$ cat src/pcms_regs.vh
// port configuration constants: selector codes, wishbone offsets, reset values
// assumes 8-bit configuration data and a 32-bit wishbone data path
`ifndef PCMS_REGS_VH
`define PCMS_REGS_VH
`define PCMS_SEL_DIR 4'hF
`define PCMS_SEL_PULLUP 4'hE
`define PCMS_SEL_LEVEL 4'hD
`define PCMS_SEL_HYST 4'hC
`define PCMS_SEL_WKEN 4'hB
`define PCMS_SEL_WKED 4'hA
`define PCMS_SEL_WKPND 4'h9
`define PCMS_SEL_COMP 4'h8
`define PCMS_SEL_RST 4'hF
`define PCMS_DIR_RST 8'hFF
`define PCMS_PULLUP_RST 8'hFF
`define PCMS_LEVEL_RST 8'hFF
`define PCMS_HYST_RST 8'hFF
`define PCMS_WKEN_RST 8'hFF
`define PCMS_WKED_RST 8'h00
`define PCMS_COMP_RST 8'h00
`define PCMS_OFF_SEL 6'h00
`define PCMS_OFF_CMD 6'h04
`define PCMS_OFF_ACC 6'h08
`define PCMS_OFF_WKPND 6'h0C
`define PCMS_OFF_IRQ_ST 6'h10
`define PCMS_OFF_IRQ_MASK 6'h14
`define PCMS_OFF_DIR 6'h20
`define PCMS_OFF_PULLUP 6'h24
`define PCMS_OFF_LEVEL 6'h28
`define PCMS_OFF_HYST 6'h2C
`define PCMS_OFF_WKEN 6'h30
`define PCMS_OFF_WKED 6'h34
`define PCMS_OFF_COMP 6'h38
`define PCMS_PORTS 5
`define PCMS_PORT_B 3'h1
`define PCMS_COMP_BITS 8'h07
`endif

$ cat src/pcms_top.v
// port configuration selector: decodes selector plus port configuration write
// assumes classic wishbone master, synchronous pins, single clock clk_i
// Behaviour
// default selector writes only pin direction
// software loads selector before non-direction writes
// decode 0F dir, 0E pull, 0D level, 0C hyst
// port b wake, swap pending and comparator
// per-port feature availability enforced
// command names port and source value
// direction one input, reset all inputs
// pull-up one disabled, reset disabled
// threshold one ttl, reset ttl
// hysteresis one normal, reset normal
// selector holds value, resets to direction
`include "pcms_regs.vh"
module pcms_top (
    input wire clk_i,
    input wire rst_i,
    input wire cyc_i,
    input wire stb_i,
    input wire we_i,
    input wire [5:0] adr_i,
    input wire [3:0] sel_i,
    input wire [31:0] dat_i,
    output reg [31:0] dat_o,
    output wire ack_o,
    output wire irq_o,
    input wire [7:0] portb_pin_i,
    output wire [39:0] pin_direction_reg_o,
    output wire [39:0] pullup_reg_o,
    output wire [39:0] threshold_select_reg_o,
    output wire [39:0] noise_immune_input_select_o,
    output wire [7:0] wakeup_enable_portb_o,
    output wire [7:0] wakeup_edge_portb_o,
    output wire [7:0] comparator_ctrl_o
);
    reg ack_ff;
    reg [3:0] mode_sel_ff;
    reg [7:0] acc_ff;
    reg [7:0] wakeup_pending_portb_ff;
    reg [7:0] comp_ff;
    reg [1:0] irq_st_ff;
    reg [1:0] irq_mask_ff;
    reg [7:0] nxt_acc;
    reg [7:0] nxt_pend;
    reg [7:0] nxt_comp;
    reg [1:0] nxt_irq_st;
    reg [31:0] nxt_dat;
    wire bus_req;
    wire wr_stb;
    wire cmd_wr;
    wire [2:0] cmd_port;
    wire [7:0] cmd_src;
    wire [7:0] wake_hit;
    wire [4:0] dir_we;
    wire [4:0] pull_we;
    wire [4:0] lvl_we;
    wire [4:0] hyst_we;
    wire wken_we;
    wire wked_we;
    wire swap_pend;
    wire swap_comp;
    wire bad_cmd;

    function hit;
        input [2:0] port;
        input integer idx;
        input [3:0] msel;
        input [3:0] code;
        begin
            hit = (port == idx) && (msel == code);
        end
    endfunction

    // one-cycle ack; drops in the cycle after it is given
    assign bus_req = cyc_i & stb_i & ~ack_ff;
    assign ack_o = ack_ff;
    assign wr_stb = bus_req & we_i & sel_i[0];
    // command word: bits 10:8 port index, 7:0 source operand
    assign cmd_wr = wr_stb && (adr_i == `PCMS_OFF_CMD);
    assign cmd_port = dat_i[10:8];
    assign cmd_src = dat_i[7:0];

    genvar gi;
    generate
        for (gi = 0; gi < `PCMS_PORTS; gi = gi + 1) begin : g_port
            assign dir_we[gi] = cmd_wr & hit(cmd_port, gi, mode_sel_ff, `PCMS_SEL_DIR);
            assign pull_we[gi] = cmd_wr & hit(cmd_port, gi, mode_sel_ff, `PCMS_SEL_PULLUP);
            assign lvl_we[gi] = cmd_wr & hit(cmd_port, gi, mode_sel_ff, `PCMS_SEL_LEVEL);
            pcms_cfg_reg #(.RST_VAL(`PCMS_DIR_RST)) u_dir (
                .clk_i(clk_i),
                .rst_i(rst_i),
                .we_i(dir_we[gi]),
                .d_i(cmd_src),
                .q_o(pin_direction_reg_o[gi*8 +: 8])
            );
            pcms_cfg_reg #(.RST_VAL(`PCMS_PULLUP_RST)) u_pull (
                .clk_i(clk_i),
                .rst_i(rst_i),
                .we_i(pull_we[gi]),
                .d_i(cmd_src),
                .q_o(pullup_reg_o[gi*8 +: 8])
            );
            pcms_cfg_reg #(.RST_VAL(`PCMS_LEVEL_RST)) u_lvl (
                .clk_i(clk_i),
                .rst_i(rst_i),
                .we_i(lvl_we[gi]),
                .d_i(cmd_src),
                .q_o(threshold_select_reg_o[gi*8 +: 8])
            );
            if (gi == 0) begin : g_nohyst
                // port a has no hysteresis input; reads as normal
                assign hyst_we[gi] = 1'b0;
                assign noise_immune_input_select_o[7:0] = `PCMS_HYST_RST;
            end else begin : g_hyst
                assign hyst_we[gi] = cmd_wr & hit(cmd_port, gi, mode_sel_ff, `PCMS_SEL_HYST);
                pcms_cfg_reg #(.RST_VAL(`PCMS_HYST_RST)) u_hyst (
                    .clk_i(clk_i),
                    .rst_i(rst_i),
                    .we_i(hyst_we[gi]),
                    .d_i(cmd_src),
                    .q_o(noise_immune_input_select_o[gi*8 +: 8])
                );
            end
        end
    endgenerate

    // wake and comparator exist on port b only
    assign wken_we = cmd_wr & hit(cmd_port, `PCMS_PORT_B, mode_sel_ff, `PCMS_SEL_WKEN);
    assign wked_we = cmd_wr & hit(cmd_port, `PCMS_PORT_B, mode_sel_ff, `PCMS_SEL_WKED);
    assign swap_pend = cmd_wr & hit(cmd_port, `PCMS_PORT_B, mode_sel_ff, `PCMS_SEL_WKPND);
    assign swap_comp = cmd_wr & hit(cmd_port, `PCMS_PORT_B, mode_sel_ff, `PCMS_SEL_COMP);
    // a command that lands on no register is flagged, not silently lost
    assign bad_cmd = cmd_wr & ~(|dir_we | |pull_we | |lvl_we | |hyst_we | wken_we | wked_we
        | swap_pend | swap_comp);

    pcms_cfg_reg #(.RST_VAL(`PCMS_WKEN_RST)) u_wken (
        .clk_i(clk_i),
        .rst_i(rst_i),
        .we_i(wken_we),
        .d_i(cmd_src),
        .q_o(wakeup_enable_portb_o)
    );
    pcms_cfg_reg #(.RST_VAL(`PCMS_WKED_RST)) u_wked (
        .clk_i(clk_i),
        .rst_i(rst_i),
        .we_i(wked_we),
        .d_i(cmd_src),
        .q_o(wakeup_edge_portb_o)
    );
    pcms_wake_det u_wake (
        .clk_i(clk_i),
        .rst_i(rst_i),
        .pin_i(portb_pin_i),
        .en_n_i(wakeup_enable_portb_o),
        .edge_i(wakeup_edge_portb_o),
        .hit_o(wake_hit)
    );

    always @* begin
        nxt_acc = acc_ff;
        nxt_pend = wakeup_pending_portb_ff;
        nxt_comp = comp_ff;
        if (wr_stb && adr_i == `PCMS_OFF_ACC) begin
            nxt_acc = dat_i[7:0];
        end
        if (swap_pend) begin
            nxt_acc = wakeup_pending_portb_ff;
            nxt_pend = acc_ff;
        end
        if (swap_comp) begin
            nxt_acc = comp_ff;
            nxt_comp = acc_ff & `PCMS_COMP_BITS;
        end
        nxt_pend = nxt_pend | wake_hit;
        nxt_irq_st = irq_st_ff;
        if (wr_stb && adr_i == `PCMS_OFF_IRQ_ST) begin
            nxt_irq_st = irq_st_ff & ~dat_i[1:0];
        end
        // new events win over a same-cycle clear
        nxt_irq_st = nxt_irq_st | {bad_cmd, |wake_hit};
    end

    always @(posedge clk_i) begin
        if (rst_i) begin
            ack_ff <= 1'b0;
            mode_sel_ff <= `PCMS_SEL_RST;
            acc_ff <= 8'h00;
            wakeup_pending_portb_ff <= 8'h00;
            comp_ff <= `PCMS_COMP_RST;
            irq_st_ff <= 2'h0;
            irq_mask_ff <= 2'h0;
            dat_o <= 32'h00000000;
        end else begin
            ack_ff <= bus_req;
            acc_ff <= nxt_acc;
            wakeup_pending_portb_ff <= nxt_pend;
            comp_ff <= nxt_comp;
            irq_st_ff <= nxt_irq_st;
            dat_o <= nxt_dat;
            if (wr_stb && adr_i == `PCMS_OFF_SEL) begin
                mode_sel_ff <= dat_i[3:0];
            end
            if (wr_stb && adr_i == `PCMS_OFF_IRQ_MASK) begin
                irq_mask_ff <= dat_i[1:0];
            end
        end
    end

    always @* begin
        nxt_dat = 32'h00000000;
        if (adr_i == `PCMS_OFF_SEL) begin
            nxt_dat[3:0] = mode_sel_ff;
        end else if (adr_i == `PCMS_OFF_ACC) begin
            nxt_dat[7:0] = acc_ff;
        end else if (adr_i == `PCMS_OFF_WKPND) begin
            nxt_dat[7:0] = wakeup_pending_portb_ff;
        end else if (adr_i == `PCMS_OFF_IRQ_ST) begin
            nxt_dat[1:0] = irq_st_ff;
        end else if (adr_i == `PCMS_OFF_IRQ_MASK) begin
            nxt_dat[1:0] = irq_mask_ff;
        end else if (adr_i == `PCMS_OFF_DIR) begin
            nxt_dat[7:0] = pin_direction_reg_o[15:8];
        end else if (adr_i == `PCMS_OFF_PULLUP) begin
            nxt_dat[7:0] = pullup_reg_o[15:8];
        end else if (adr_i == `PCMS_OFF_LEVEL) begin
            nxt_dat[7:0] = threshold_select_reg_o[15:8];
        end else if (adr_i == `PCMS_OFF_HYST) begin
            nxt_dat[7:0] = noise_immune_input_select_o[15:8];
        end else if (adr_i == `PCMS_OFF_WKEN) begin
            nxt_dat[7:0] = wakeup_enable_portb_o;
        end else if (adr_i == `PCMS_OFF_WKED) begin
            nxt_dat[7:0] = wakeup_edge_portb_o;
        end else if (adr_i == `PCMS_OFF_COMP) begin
            nxt_dat[7:0] = comp_ff;
        end
    end

    assign comparator_ctrl_o = comp_ff;
    assign irq_o = |(irq_st_ff & irq_mask_ff);
endmodule

$ cat src/pcms_cfg_reg.v
// one 8-bit port configuration register with a reset value
// assumes the caller decodes the write strobe
module pcms_cfg_reg #(
    parameter [7:0] RST_VAL = 8'hFF
) (
    input wire clk_i,
    input wire rst_i,
    input wire we_i,
    input wire [7:0] d_i,
    output wire [7:0] q_o
);
    reg [7:0] val_ff;
    always @(posedge clk_i) begin
        if (rst_i) begin
            val_ff <= RST_VAL;
        end else if (we_i) begin
            val_ff <= d_i;
        end
    end
    assign q_o = val_ff;
endmodule

$ cat src/pcms_wake_det.v
// port b wake edge detector; sets pending bits on the chosen edge
// assumes pin levels already synchronous to clk_i
module pcms_wake_det (
    input wire clk_i,
    input wire rst_i,
    input wire [7:0] pin_i,
    input wire [7:0] en_n_i,
    input wire [7:0] edge_i,
    output wire [7:0] hit_o
);
    reg [7:0] prev_ff;
    always @(posedge clk_i) begin
        if (rst_i) begin
            prev_ff <= 8'h00;
        end else begin
            prev_ff <= pin_i;
        end
    end
    // edge bit 1 falling, 0 rising; enable is active low
    assign hit_o = ~en_n_i & ((edge_i & prev_ff & ~pin_i) | (~edge_i & ~prev_ff & pin_i));
endmodule

$ cat config.mk
export PLATFORM = sky130hd
export DESIGN_NAME = pcms_top
export DESIGN_NICKNAME = d
export VERILOG_FILES = /design/src/pcms_top.v /design/src/pcms_cfg_reg.v /design/src/pcms_wake_det.v
export VERILOG_INCLUDE_DIRS = /design/src
export SDC_FILE = /design/constraint.sdc
export NUM_CORES = 1
export LEC_CHECK = 0
export BUFFER_PORTS_ARGS = -buffer_cell sky130_fd_sc_hd__buf_2
export CAP_MARGIN = 15
export CORE_MARGIN = 10
export CORE_UTILIZATION = 56
export CTS_CLUSTER_SIZE = 28
export DETAILED_ROUTE_END_ITERATION = 16
export HOLD_SLACK_MARGIN = 0.12
export PLACE_DENSITY = 0.93
export SLEW_MARGIN = 20
export SYNTH_ARGS = -nofsm -noshare
export SYNTH_HDL_FRONTEND = slang
export SYNTH_SLANG_ARGS = --single-unit
$ cat constraint.sdc
create_clock -name clk_i -period 3 [get_ports clk_i]
set_input_delay 0.3 -clock clk_i [delete_from_list [all_inputs] [get_ports clk_i]]
set_output_delay 0.3 -clock clk_i [all_outputs]
set_load 0.005 [all_outputs]
==> results of run 1 <==
[cell usage after synthesis, drive strengths merged, types with 5 or more instances]
| cell | n |
|---|---|
| nor4 | 5 |
| clkbuf | 55 |
| nand2 | 152 |
| nor3b | 11 |
| mux2i | 177 |
| nand3 | 21 |
| a21oi | 39 |
| dfxtp | 212 |
| o21ai | 20 |
| nand4 | 10 |
| and2 | 7 |
| o22ai | 6 |
| o2bb2ai | 6 |
| nor2b | 18 |
| nand2b | 6 |
| nand3b | 5 |
| a22oi | 7 |
| buf | 52 |
| o211ai | 10 |
| nor3 | 27 |
| inv | 10 |
| nor2 | 77 |
[worst min-delay path: stages]
cell     delay, ps
buf_2          190
nor4_1          70
o21ai_0         70
a21oi_1         70
[metrics by stage]
step,hold WS [ps],util
after floorplan,428,-
after global placement,448,0.644
after detailed placement,453,0.644
after CTS,240,0.694
after global routing,279,0.694
final,253,0.694
[cell usage in the layout, fill, tap and decap left out, types with 4 or more instances in the layout]
master	count
clkbuf_8	6
o21ai_0	20
nand2_1	152
conb_1	37
o2bb2ai_1	6
and4_1	4
nor2b_1	18
a22oi_1	7
nor3b_1	9
nand2b_1	6
o211ai_1	10
and2_1	5
nand3_2	9
clkinv_2	4
clkbuf_16	23
o22ai_1	6
mux2i_1	177
nand4_1	10
inv_1	9
clkbuf_1	6
buf_2	211
a22o_1	4
a21oi_1	39
nor3_1	25
dfxtp_1	212
a21o_1	4
nor2_1	74
nand3b_1	5
buf_4	22
nand3_1	12
dlygate4sd3_1	8
[power breakdown]
group	internal, uW	switching [uW]
combinational	82.6	219
sequential	2820	4.11
clock	1550	1110
total	4460	1330
[logic make-up after synthesis]
family | count (synthesis)
AO/OA/AOI/OAI | 123
buffers and inverters | 118
flip-flops | 212
multiplexers | 179
other | 2
AND/OR/NAND/NOR | 355
[sequential cells by signal, indices dropped and copies added (netlist names), 32 cells and up]
| signal | flops |
|---|---|
| g_port.g_hyst.u_hyst.q_o | 32 |
| g_port.u_dir.q_o | 40 |
| g_port.u_pull.q_o | 40 |
| g_port.u_lvl.q_o | 40 |
[routing by layer]
metal | vias up | GRT usage
li1 | 3757 | -
met1 | 3875 | 0.285
met2 | 426 | 0.426
met3 | 102 | 0.0777
met4 | 0 | 0.101
met5 | - | 0
[worst paths after layout]
| check | from | end | slack [ps] | depth (start not counted) |
|---|---|---|---|---|
| min reg2reg | g_port[2].u_lvl.q_o[0] | g_port[2].u_lvl.q_o[0] | 470 | 2 |
| min | adr_i[0] | dat_o[3] | 250 | 4 |
| max | ack_o | g_port[1].g_hyst.u_hyst.q_o[5] | 780 | 6 |
| max reg2reg | ack_o | g_port[1].g_hyst.u_hyst.q_o[5] | 780 | 6 |
[layout make-up]
| type | instances | share of cell area |
|---|---|---|
| inverter | 11 | 0.00394 |
| clock inverter | 5 | 0.00248 |
| multi-input combinational | 694 | 0.408 |
| clock buffer | 35 | 0.0613 |
| timing repair buffer | 241 | 0.117 |
| antenna | 2 | 0.000451 |
| tap | 216 | 0.0243 |
| sequential | 212 | 0.382 |
==> impl_table.tex, run 1 <==
\begin{tabular}{lr}
\hline
Metric & Value \\
\hline
\multicolumn{2}{l}{\textbf{Route}} \\
\quad DR WL met2 & 14,000 um \\
\quad Via-to-Cell Ratio & 5.76 \\
\quad Highest routed metal layer & met4 \\
\quad Detailed-routing wirelength on met1 & 10,600 um \\
\quad Post-route DRC & 0 \\
\quad Number of nets with antenna violations after detailed routing & 0 \\
\quad Router iterations before antenna repair & 5 \\
\quad Total detailed-routing wirelength & 28,900 um \\
\quad Violation count after the first detailed-route iteration & 720 \\
\quad Detailed-routed wire length on met3 & 2980 um \\
\quad Wirelength per Cell & 20.4 um \\
\quad Total via count after detailed routing & 8,160 \\
\multicolumn{2}{l}{\textbf{Logic synthesis}} \\
\quad Seq/Total Area, Yosys & 0.459 \\
\quad Syn. warnings & 0 \\
\quad Multiplexer share of the synthesized area & 0.195 \\
\quad Top flip-flop cell by instance count after synthesis & dfxtp\_1 \\
\quad Parity-gate share of the synthesized area counting xor and xnor cells & 0 \\
\quad Total standard cell area after synthesis & 9240 um\^{}2 \\
\quad Cell taking the most area after synthesis & dfxtp\_1 \\
\quad Number of flip-flops and latches in the synthesized netlist & 212 \\
\quad Post-Syn Instances & 989 \\
\quad Count of distinct cell types in the synthesized netlist & 62 \\
\quad Async SR Flop Fraction & 0 \\
\quad Fraction of post-synthesis cell area in the top cell type by area & 0.459 \\
\quad Combinational family with the most area after synthesis & multiplexers \\
\quad Post-synth EDFFs & 0 \\
\quad Post-synthesis area per instance & 9.34 um\^{}2 \\
\quad Cells taking the most area after synthesis & dfxtp\_1 46\%, mux2i\_1 19\%, nand2\_1 6.2\% \\
\quad Post-Synth Simple-Gate Area & 0.191 \\
\quad Area fraction in compound gates after synthesis & 0.0883 \\
\quad Adder-cell share of the synthesized area & 0 \\
\multicolumn{2}{l}{\textbf{Setup path}} \\
\quad CP Launch Type & flip-flop \\
\quad Signal arrival time at the worst endpoint & 2610 ps \\
\quad Dominant delay contributor by cell family on the critical path & simple AND/OR/NAND/NOR gates \\
\quad Cells along the critical path & nand3b\_1, nor4\_4, buf\_4, nand3\_2, mux2i\_1, nand2\_1 \\
\quad Data required time of the critical path & 3390 ps \\
\quad Delay contributed by the slowest stage of the critical path & 490 ps \\
\quad Sort of element at the end of the critical path & flip-flop \\
\quad Category of the most critical setup path & reg2reg \\
\quad Cell type of the slowest stage on the worst timing path & nor4\_4 \\
\quad Worst Path Buf+Inv & 1 \\
\quad Critical-path maximum fanout & 9 \\
\multicolumn{2}{l}{\textbf{Global routing}} \\
\quad GRT Overall Usage & 0.250 \\
\quad Leftover overflow at the end of global routing & 0 \\
\quad Global-route wire length before repair & 45,000 um \\
\quad Maximum number of pins on one net before global-route repair & 69 \\
\quad Antenna violations before repair & 1 \\
\quad Via count of the first global-routing pass & 8,049 \\
\multicolumn{2}{l}{\textbf{CTS}} \\
\quad \# clock sinks & 212 \\
\quad Clock network latency to the later pin of the worst-skew pair & 510 ps \\
\quad Worst-case clock buffer depth & 3 \\
\quad Clock tree from TritonCTS & built \\
\quad Number of clock buffers inserted by TritonCTS & 22 \\
\quad Maximum level of the CTS H-tree & 1 \\
\quad Cts hold-fix bufs & 8 \\
\quad Root buf cell & clkbuf\_16 \\
\quad Clock edge transition at the registers on the reported setup and hold paths & 60 ps \\
\quad Total of cells resized after clock tree synthesis & 0 \\
\quad Setup repair bufs after CTS & 0 \\
\multicolumn{2}{l}{\textbf{Place}} \\
\quad RePlAce Congestion & 0.977 \\
\quad Instance area at placement & 10,300 um\^{}2 \\
\quad Minimum setup slack after placement & 412 ps \\
\quad I/O Buffers & 211 \\
\quad DP HPWL & 19,900 um \\
\quad Placed Cells & 1,366 \\
\multicolumn{2}{l}{\textbf{Die}} \\
\quad Starting density of the core & 0.577 \\
\quad Die Y & 148 um \\
\quad Die area & 22,000 um\^{}2 \\
\quad Std cell rows & 46 \\
\quad Number of ports placed on the die boundary & 273 \\
\quad Die X-Extent & 148 um \\
\quad Core area & 16,000 um\^{}2 \\
\multicolumn{2}{l}{\textbf{Timing}} \\
\quad Hold violation total from the final report & 0 \\
\quad Final setup violation count & 0 \\
\quad RSZ-0062 raised after global routing & false \\
\quad Slew Limit Headroom & 0.384 \\
\quad Final Slew Violations & 0 \\
\quad Final Critical Period & 2220 ps \\
\quad Top achievable clock speed & 450 MHz \\
\quad Setup tns final & 0 ps \\
\quad Transition at the pin with the smallest max-transition slack & 917 ps \\
\quad Part of the cycle the worst path needs & 0.740 \\
\quad Crit path setup slack, layout & 780 ps \\
\quad Clock skew after layout & 9.90 ps \\
\multicolumn{2}{l}{\textbf{Finish}} \\
\quad Number of fillers in the final layout & 1,235 \\
\quad Non-Filler Instances & 1,416 \\
\quad Total number of nets in the final design & 1,237 \\
\quad Signed area change from the synthesized netlist to the final layout & 20.2\% \\
\quad Register cell area after layout & 4240 um\^{}2 \\
\quad Finished layout cell area & 11,100 um\^{}2 \\
\quad Proportion of layout cells with a drive suffix above 1 & 0.246 \\
\quad Multi-input logic area & 4530 um\^{}2 \\
\multicolumn{2}{l}{\textbf{Power}} \\
\quad Total power draw & 5790 uW \\
\quad Max IR drop VDD & 509 uV \\
\quad Pwr/cell area & 522 nW/um\^{}2 \\
\quad Leakage & 0.00475 uW \\
\multicolumn{2}{l}{\textbf{Flow run}} \\
\quad Max Cap Viol & 0 \\
\multicolumn{2}{l}{\textbf{Run status}} \\
\quad Result of the run & complete, no violations \\
\multicolumn{2}{l}{\textbf{Worst hold path}} \\
\quad Hold/Removal Path Class & in2reg \\
\hline
\end{tabular}
(Power assumes the default switching activity.)
==> run 2, diff against run 1 <==
CORE_UTILIZATION = 52   (was 56)
PLACE_DENSITY = 0.87   (was 0.93)
clock period = 2.15 ns   (was 3 ns; I/O delays follow)
==> run 2 against run 1 <==
Net effect:
- fmax up 6.9%
- global-route usage fell by 1.5 points
- clock-buffer cell count fell by 4
- setup slack got worse by 710 ps
- hold slack got worse by 110 ps
- largest cell class unchanged
==> impl_table.tex, run 2 (synthesis results as in run 1) <==
\begin{tabular}{lr}
\hline
Metric & Value \\
\hline
\multicolumn{2}{l}{\textbf{CTS}} \\
\quad Maximum level of the CTS H-tree & 1 (unchanged) \\
\quad Worst-case clock buffer depth & 3 (unchanged) \\
\quad Setup repair bufs after CTS & 0 (unchanged) \\
\quad Clock tree from TritonCTS & built \\
\quad Clock edge transition at the registers on the reported setup and hold paths & 60 ps (about the same) \\
\quad Clock network latency to the later pin of the worst-skew pair & 510 ps (about the same) \\
\quad Root buf cell & clkbuf\_16 \\
\quad Number of clock buffers inserted by TritonCTS & 23 (+4.5\%) \\
\quad \# clock sinks & 212 (unchanged) \\
\multicolumn{2}{l}{\textbf{Route}} \\
\quad Router iterations before antenna repair & 7 (+2) \\
\quad Total via count after detailed routing & 8,173 (+0.16\%) \\
\quad Wirelength per Cell & 20.4 um (-0.44\%) \\
\quad Number of nets with antenna violations after detailed routing & 0 (unchanged) \\
\quad Total detailed-routing wirelength & 29,500 um (+1.8\%) \\
\quad Via-to-Cell Ratio & 5.64 (-2.1\%) \\
\quad Violation count after the first detailed-route iteration & 547 (-24\%) \\
\quad Post-route DRC & 0 (unchanged) \\
\multicolumn{2}{l}{\textbf{Timing}} \\
\quad Part of the cycle the worst path needs & 0.966 (+0.226) \\
\quad Final setup violation count & 0 (unchanged) \\
\quad RSZ-0062 raised after global routing & true \\
\quad Transition at the pin with the smallest max-transition slack & 664 ps (-253 ps) \\
\quad Final Critical Period & 2080 ps (-144 ps) \\
\quad Clock skew after layout & 16.2 ps (+6.28 ps) \\
\quad Final Slew Violations & 0 (unchanged) \\
\quad Top achievable clock speed & 482 MHz (+6.9\%) \\
\quad Crit path setup slack, layout & 73.5 ps (-706 ps) \\
\quad Hold violation total from the final report & 0 (unchanged) \\
\quad Slew Limit Headroom & 0.558 (+0.173) \\
\multicolumn{2}{l}{\textbf{Die}} \\
\quad Starting density of the core & 0.532 (-0.0451) \\
\quad Std cell rows & 48 (+4.3\%) \\
\quad Core area & 17,400 um\^{}2 (+8.5\%) \\
\quad Number of ports placed on the die boundary & 273 (unchanged) \\
\quad Die X-Extent & 153 um (+3.3\%) \\
\quad Die Y & 153 um (+3.3\%) \\
\quad Die area & 23,500 um\^{}2 (+6.6\%) \\
\multicolumn{2}{l}{\textbf{Setup path}} \\
\quad Cell count of the worst reg-to-reg path & 6 (unchanged) \\
\quad Cell type of the slowest stage on the worst timing path & nor4\_4 \\
\quad Signal arrival time at the worst endpoint & 2470 ps (-140 ps) \\
\quad CP Launch Type & flip-flop \\
\quad Data required time of the critical path & 2540 ps (-850 ps) \\
\quad Critical register-to-register path startpoint & ack\_o \\
\quad End of the worst register-to-register path & g\_port[4].u\_lvl.q\_o[7] \\
\quad Worst Path Buf+Inv & 1 (unchanged) \\
\quad Dominant delay contributor by cell family on the critical path & simple AND/OR/NAND/NOR gates \\
\quad Critical-path maximum fanout & 9 (unchanged) \\
\quad Cells along the critical path & nand3b\_1, nor4\_4, buf\_4, nand3\_2, mux2i\_1, nand2\_1 \\
\quad Setup slack on the worst flop-to-flop path & 70 ps (-710 ps) \\
\quad Category of the most critical setup path & reg2reg \\
\quad Sort of element at the end of the critical path & flip-flop \\
\quad Delay contributed by the slowest stage of the critical path & 390 ps (-100 ps) \\
\multicolumn{2}{l}{\textbf{Worst hold path}} \\
\quad Hold endpoint & ack\_o \\
\quad Launch point of the worst hold path & cyc\_i \\
\quad Hold-critical path depth & 3 (-1) \\
\quad Hold/Removal Path Class & in2reg \\
\multicolumn{2}{l}{\textbf{Flow run}} \\
\quad Max Cap Viol & 0 (unchanged) \\
\multicolumn{2}{l}{\textbf{Finish}} \\
\quad Signed area change from the synthesized netlist to the final layout & 24.5\% \\
\quad End-of-flow core utilization & 0.662 (-0.0317) \\
\quad Proportion of layout cells with a drive suffix above 1 & 0.261 (+0.0148) \\
\quad Most frequent standard cell in the layout excluding fill and tap cells & dfxtp\_1 \\
\quad Commonest cells after routing, fill and taps aside & 212 x dfxtp\_1, 211 x buf\_2, 177 x mux2i\_1 \\
\quad Finished layout cell area & 11,500 um\^{}2 (+3.5\%) \\
\quad Total number of nets in the final design & 1,266 (+2.3\%) \\
\multicolumn{2}{l}{\textbf{Power}} \\
\quad Max IR drop VDD & 545 uV (+7.2\%) \\
\quad Pwr/cell area & 717 nW/um\^{}2 (+37\%) \\
\quad Total power draw & 8240 uW (+42\%) \\
\quad Leakage & 0.00493 uW (+3.8\%) \\
\multicolumn{2}{l}{\textbf{Global routing}} \\
\quad GRT Overall Usage & 0.235 (-0.0154) \\
\quad Via count of the first global-routing pass & 8,159 (+1.4\%) \\
\quad Maximum number of pins on one net before global-route repair & 58 (-16\%) \\
\quad Global-route wire length before repair & 45,500 um (+1.1\%) \\
\quad Leftover overflow at the end of global routing & 0 (unchanged) \\
\quad Antenna violations before repair & 1 (unchanged) \\
\multicolumn{2}{l}{\textbf{Place}} \\
\quad Minimum setup slack after placement & -89.4 ps (-501 ps) \\
\quad I/O Buffers & 211 (unchanged) \\
\quad Instance area at placement & 10,700 um\^{}2 (+3.5\%) \\
\quad DP HPWL & 20,700 um (+4.1\%) \\
\quad RePlAce Congestion & 0.967 (-0.98\%) \\
\multicolumn{2}{l}{\textbf{Run status}} \\
\quad Result of the run & complete, no violations \\
\hline
\end{tabular}
==> run 2: cell count changes in the layout (fill, tap and decap cells not counted), sizes merged <==
cell / previous run / this run
inv: 10 / 11
bufinv: 0 / 2
clkinv: 5 / 2
diode: 2 / 1
dlygate4sd3: 8 / 9
buf: 233 / 260
clkbuf: 35 / 31
==> run 2: per-layer routing <==
metal	wire length, um	global-route usage
met1	11000	0.264
met2	14700	0.414
met3	2660	0.0654
met4	1080	0.0854
met5	0	0
==> run 2: timing repair <==
item	CTS	global route
resized for setup	0	1
endpoints found under the setup margin	0	4
hold endpoints to repair	9	0
hold buffers	9	0
==> run 2: power by group <==
group	internal, uW	switching (uW)	leakage (uW)
Combinational	143	310	0.00287
Sequential	3940	6.20	0.00172
Clock	2290	1550	0.000348
Total	6380	1860	0.00493
==> run 2: area by class of cell <==
type | count | area (um^2)
diodes | 1 | 2.50
clock buffers | 31 | 636
clock inverters | 5 | 85.1
fillers | 1371 | 5860
inverters | 11 | 43.8
multi-input cells | 694 | 4540
flip-flops and latches | 212 | 4240
well taps | 225 | 282
repair buffers | 269 | 1660
==> run 2: through the flow <==
stage | setup TNS, ps | std cells | hold WS (ps)
3_3_place_gp | -691 | 1402 | 449
6_report | 0 | 1448 | 145
4_1_cts | 0 | 1447 | 132
3_5_place_dp | -1920 | 1402 | 451
5_1_grt | -84.2 | 1448 | 168
2_1_floorplan | 0 | 1024 | 343
==> run 2: worst min-delay path: stages <==
cell and delay [ps]:
buf_2 100, nand3b_1 220, nor2_1 60
==> run 2: worst max-delay path by stage <==
stage	slack [ps]	endpoint	cells past startpoint	start
after floorplan	70	g_port[4].g_hyst.u_hyst.q_o[0]	7	adr_i[4]
after global placement	-30	g_port[1].u_dir.q_o[3]	7	adr_i[4]
after detailed placement	-90	g_port[1].u_dir.q_o[0]	7	adr_i[4]
after CTS	90	g_port[0].u_lvl.q_o[6]	6	ack_o
after global routing	-20	g_port[1].u_pull.q_o[4]	6	ack_o
final	70	g_port[4].u_lvl.q_o[7]	6	ack_o
==> run 3, diff against run 2 <==
CORE_ASPECT_RATIO = 1.75   (was default)
==> run 3 against run 2 <==
Net effect:
- sequential share of layout area fell by 0.056 points
- first-iteration DRC count rose by 8.6%
- largest cell class unchanged
- hold slack got worse by 2.2 ps
- setup slack improved by 39 ps
- non-clock buffer count rose by 9
- critical path type unchanged
- sequential power barely moved
- utilization fell by 0.28 points
- design area rose by 0.15%
- clock-buffer cell count fell by 8
- global-route usage rose by 0.70 points
- cell count rose by 0.97%
==> impl_table.tex, run 3 (synthesis results as in run 1) <==
\begin{tabular}{lr}
\hline
Metric & Value \\
\hline
\multicolumn{2}{l}{\textbf{Setup path}} \\
\quad Signal arrival time at the worst endpoint & 2410 ps (-60 ps) \\
\quad Critical register-to-register path startpoint & ack\_o \\
\quad Category of the most critical setup path & reg2reg \\
\quad Cells along the critical path & nand3b\_1, nor3\_1, and3b\_1, buf\_12, mux2i\_1, nand2\_1 \\
\quad CP Launch Type & flip-flop \\
\quad Critical-path maximum fanout & 8 (-1) \\
\quad Start point of the critical path & ack\_o \\
\quad End of the worst register-to-register path & g\_port[2].g\_hyst.u\_hyst.q\_o[1] \\
\quad Data required time of the critical path & 2520 ps (-20 ps) \\
\quad Endpoint of the worst setup timing path & g\_port[2].g\_hyst.u\_hyst.q\_o[1] \\
\quad Cell type of the slowest stage on the worst timing path & nor3\_1 \\
\quad Sort of element at the end of the critical path & flip-flop \\
\quad Delay contributed by the slowest stage of the critical path & 500 ps (+110 ps) \\
\quad Setup slack on the worst flop-to-flop path & 110 ps (+40 ps) \\
\quad Cell count of the worst reg-to-reg path & 6 (unchanged) \\
\multicolumn{2}{l}{\textbf{Finish}} \\
\quad Total number of nets in the final design & 1,271 (+0.39\%) \\
\quad Most frequent standard cell in the layout excluding fill and tap cells & dfxtp\_1 \\
\quad Commonest cells after routing, fill and taps aside & 212 x dfxtp\_1, 211 x buf\_2, 177 x mux2i\_1 \\
\quad Proportion of layout cells with a drive suffix above 1 & 0.266 (+0.00524) \\
\quad Finished layout cell area & 11,500 um\^{}2 (+0.15\%) \\
\quad Signed area change from the synthesized netlist to the final layout & 24.7\% \\
\quad Number of fillers in the final layout & 1,364 (-0.51\%) \\
\multicolumn{2}{l}{\textbf{Power}} \\
\quad Pwr/cell area & 696 nW/um\^{}2 (-2.9\%) \\
\quad Max IR drop VDD & 706 uV (+29\%) \\
\quad Leakage & 0.00497 uW (+0.66\%) \\
\multicolumn{2}{l}{\textbf{Global routing}} \\
\quad Maximum number of pins on one net before global-route repair & 77 (+33\%) \\
\quad Via count of the first global-routing pass & 8,256 (+1.2\%) \\
\quad Global-route wire length before repair & 46,000 um (+1.2\%) \\
\quad Antenna violations before repair & 4 (+3) \\
\quad Leftover overflow at the end of global routing & 0 (unchanged) \\
\quad GRT Overall Usage & 0.242 (+0.00700) \\
\multicolumn{2}{l}{\textbf{Timing}} \\
\quad Hold violation total from the final report & 0 (unchanged) \\
\quad Top achievable clock speed & 491 MHz (+1.9\%) \\
\quad Final Slew Violations & 0 (unchanged) \\
\quad Part of the cycle the worst path needs & 0.948 (-0.0180) \\
\quad Clock skew after layout & 19.6 ps (+3.38 ps) \\
\quad Crit path setup slack, layout & 112 ps (+38.7 ps) \\
\quad Transition at the pin with the smallest max-transition slack & 709 ps (+45.8 ps) \\
\quad RSZ-0062 raised after global routing & false \\
\quad Slew Limit Headroom & 0.527 (-0.0305) \\
\quad Final Critical Period & 2040 ps (-38.7 ps) \\
\quad Final setup violation count & 0 (unchanged) \\
\multicolumn{2}{l}{\textbf{Die}} \\
\quad Die area & 23,700 um\^{}2 (+0.89\%) \\
\quad Starting density of the core & 0.529 (-0.00305) \\
\quad Die Y & 196 um (+28\%) \\
\quad Die X-Extent & 121 um (-21\%) \\
\quad Core area & 17,500 um\^{}2 (+0.58\%) \\
\quad Number of ports placed on the die boundary & 273 (unchanged) \\
\quad Std cell rows & 64 (+33\%) \\
\multicolumn{2}{l}{\textbf{CTS}} \\
\quad \# clock sinks & 212 (unchanged) \\
\quad Maximum level of the CTS H-tree & 1 (unchanged) \\
\quad Worst-case clock buffer depth & 3 (unchanged) \\
\quad Clock edge transition at the registers on the reported setup and hold paths & 70 ps (about the same) \\
\quad Root buf cell & clkbuf\_16 \\
\quad Clock tree from TritonCTS & built \\
\quad Clock network latency to the later pin of the worst-skew pair & 510 ps (about the same) \\
\quad Number of clock buffers inserted by TritonCTS & 19 (-17\%) \\
\multicolumn{2}{l}{\textbf{Route}} \\
\quad Via-to-Cell Ratio & 5.63 (-0.17\%) \\
\quad Router iterations before antenna repair & 5 (-2) \\
\quad Total via count after detailed routing & 8,238 (+0.80\%) \\
\quad Number of nets with antenna violations after detailed routing & 0 (unchanged) \\
\quad Wirelength per Cell & 20.5 um (+0.92\%) \\
\quad Post-route DRC & 0 (unchanged) \\
\quad Total detailed-routing wirelength & 30,000 um (+1.9\%) \\
\quad Violation count after the first detailed-route iteration & 594 (+8.6\%) \\
\multicolumn{2}{l}{\textbf{Place}} \\
\quad I/O Buffers & 211 (unchanged) \\
\quad DP HPWL & 21,600 um (+4.1\%) \\
\quad Instance area at placement & 10,700 um\^{}2 (+0.32\%) \\
\quad RePlAce Congestion & 0.970 (+0.32\%) \\
\quad Minimum setup slack after placement & -116 ps (-26.5 ps) \\
\multicolumn{2}{l}{\textbf{Flow run}} \\
\quad Max Cap Viol & 0 (unchanged) \\
\multicolumn{2}{l}{\textbf{Run status}} \\
\quad Result of the run & complete, no violations \\
\multicolumn{2}{l}{\textbf{Worst hold path}} \\
\quad Hold/Removal Path Class & in2reg \\
\hline
\end{tabular}
-- run 3: changes by cell type in the layout (fill, tap and decap cells not counted), moves of 2 or more --
cell | before | now
buf_4 | 37 | 44
clkinv_2 | 0 | 7
diode_2 | 1 | 3
clkbuf_16 | 23 | 19
clkbuf_1 | 5 | 1
-- run 3: worst min-delay path by stage --
stage / startpoint / to / slack (ps) / cells after the start
finish: adr_i[1] / dat_o[3] / 140 / 4
global route: adr_i[1] / dat_o[3] / 160 / 4
CTS: adr_i[1] / dat_o[3] / 130 / 4
detailed placement: g_port[0].u_pull.q_o[5] / g_port[0].u_pull.q_o[5] / 450 / 2
global placement: g_port[0].u_dir.q_o[5] / g_port[0].u_dir.q_o[5] / 450 / 2
floorplan: portb_pin_i[0] / u_wake.prev_ff[0] / 340 / 1
-- run 3: power by group --
| part | leakage, uW | total, uW | switching (uW) | internal (uW) |
|---|---|---|---|---|
| sequential | 0.00172 | 3940 | 5.82 | 3940 |
| clock | 0.000327 | 3610 | 1520 | 2090 |
| combinational | 0.00292 | 462 | 316 | 146 |
-- run 3: metrics by stage --
step	hold slack, ps	TNS [ps]	power, uW	std cells	util
2_1_floorplan	343	0	4340	1024	-
3_3_place_gp	450	-223	4460	1414	0.613
3_5_place_dp	453	-2210	4470	1414	0.613
4_1_cts	127	0	8020	1457	0.656
5_1_grt	163	0	8210	1462	0.660
6_report	143	0	8020	1462	0.660
-- run 3: metal layers --
metal	share of wire	track usage
met2	0.49	0.411
met1	0.36	0.255
met5	0.00043	0
met4	0.064	0.156
met3	0.083	0.0696
-- run 3: worst max-delay path, delay by kind of cell, from the launching register on --
kind / cells / cell delay [ps]
multiplexers: 1 / 240
buffers and inverters: 1 / 150
AND/OR/NAND/NOR: 4 / 1190
flip-flops: 1 / 330
-- run 3: cell type report --
type                    count  area [um^2]  area share
flip-flops and latches    212         4240       0.369
repair buffers            278         1750       0.152
multi-input cells         694         4530       0.394
clock buffers              23          520      0.0452
inverters                  11         42.5     0.00369
clock inverters            10          129      0.0112
diodes                      3         7.51    0.000652
well taps                 231          289      0.0251
-- run 3: timing repair --
action                                 in CTS  in global routing
setup buffers                               0                  2
setup endpoints to repair                   0                  6
resized for setup                           0                  1
hold buffers                               10                  0
endpoints found under the hold margin      15                  0
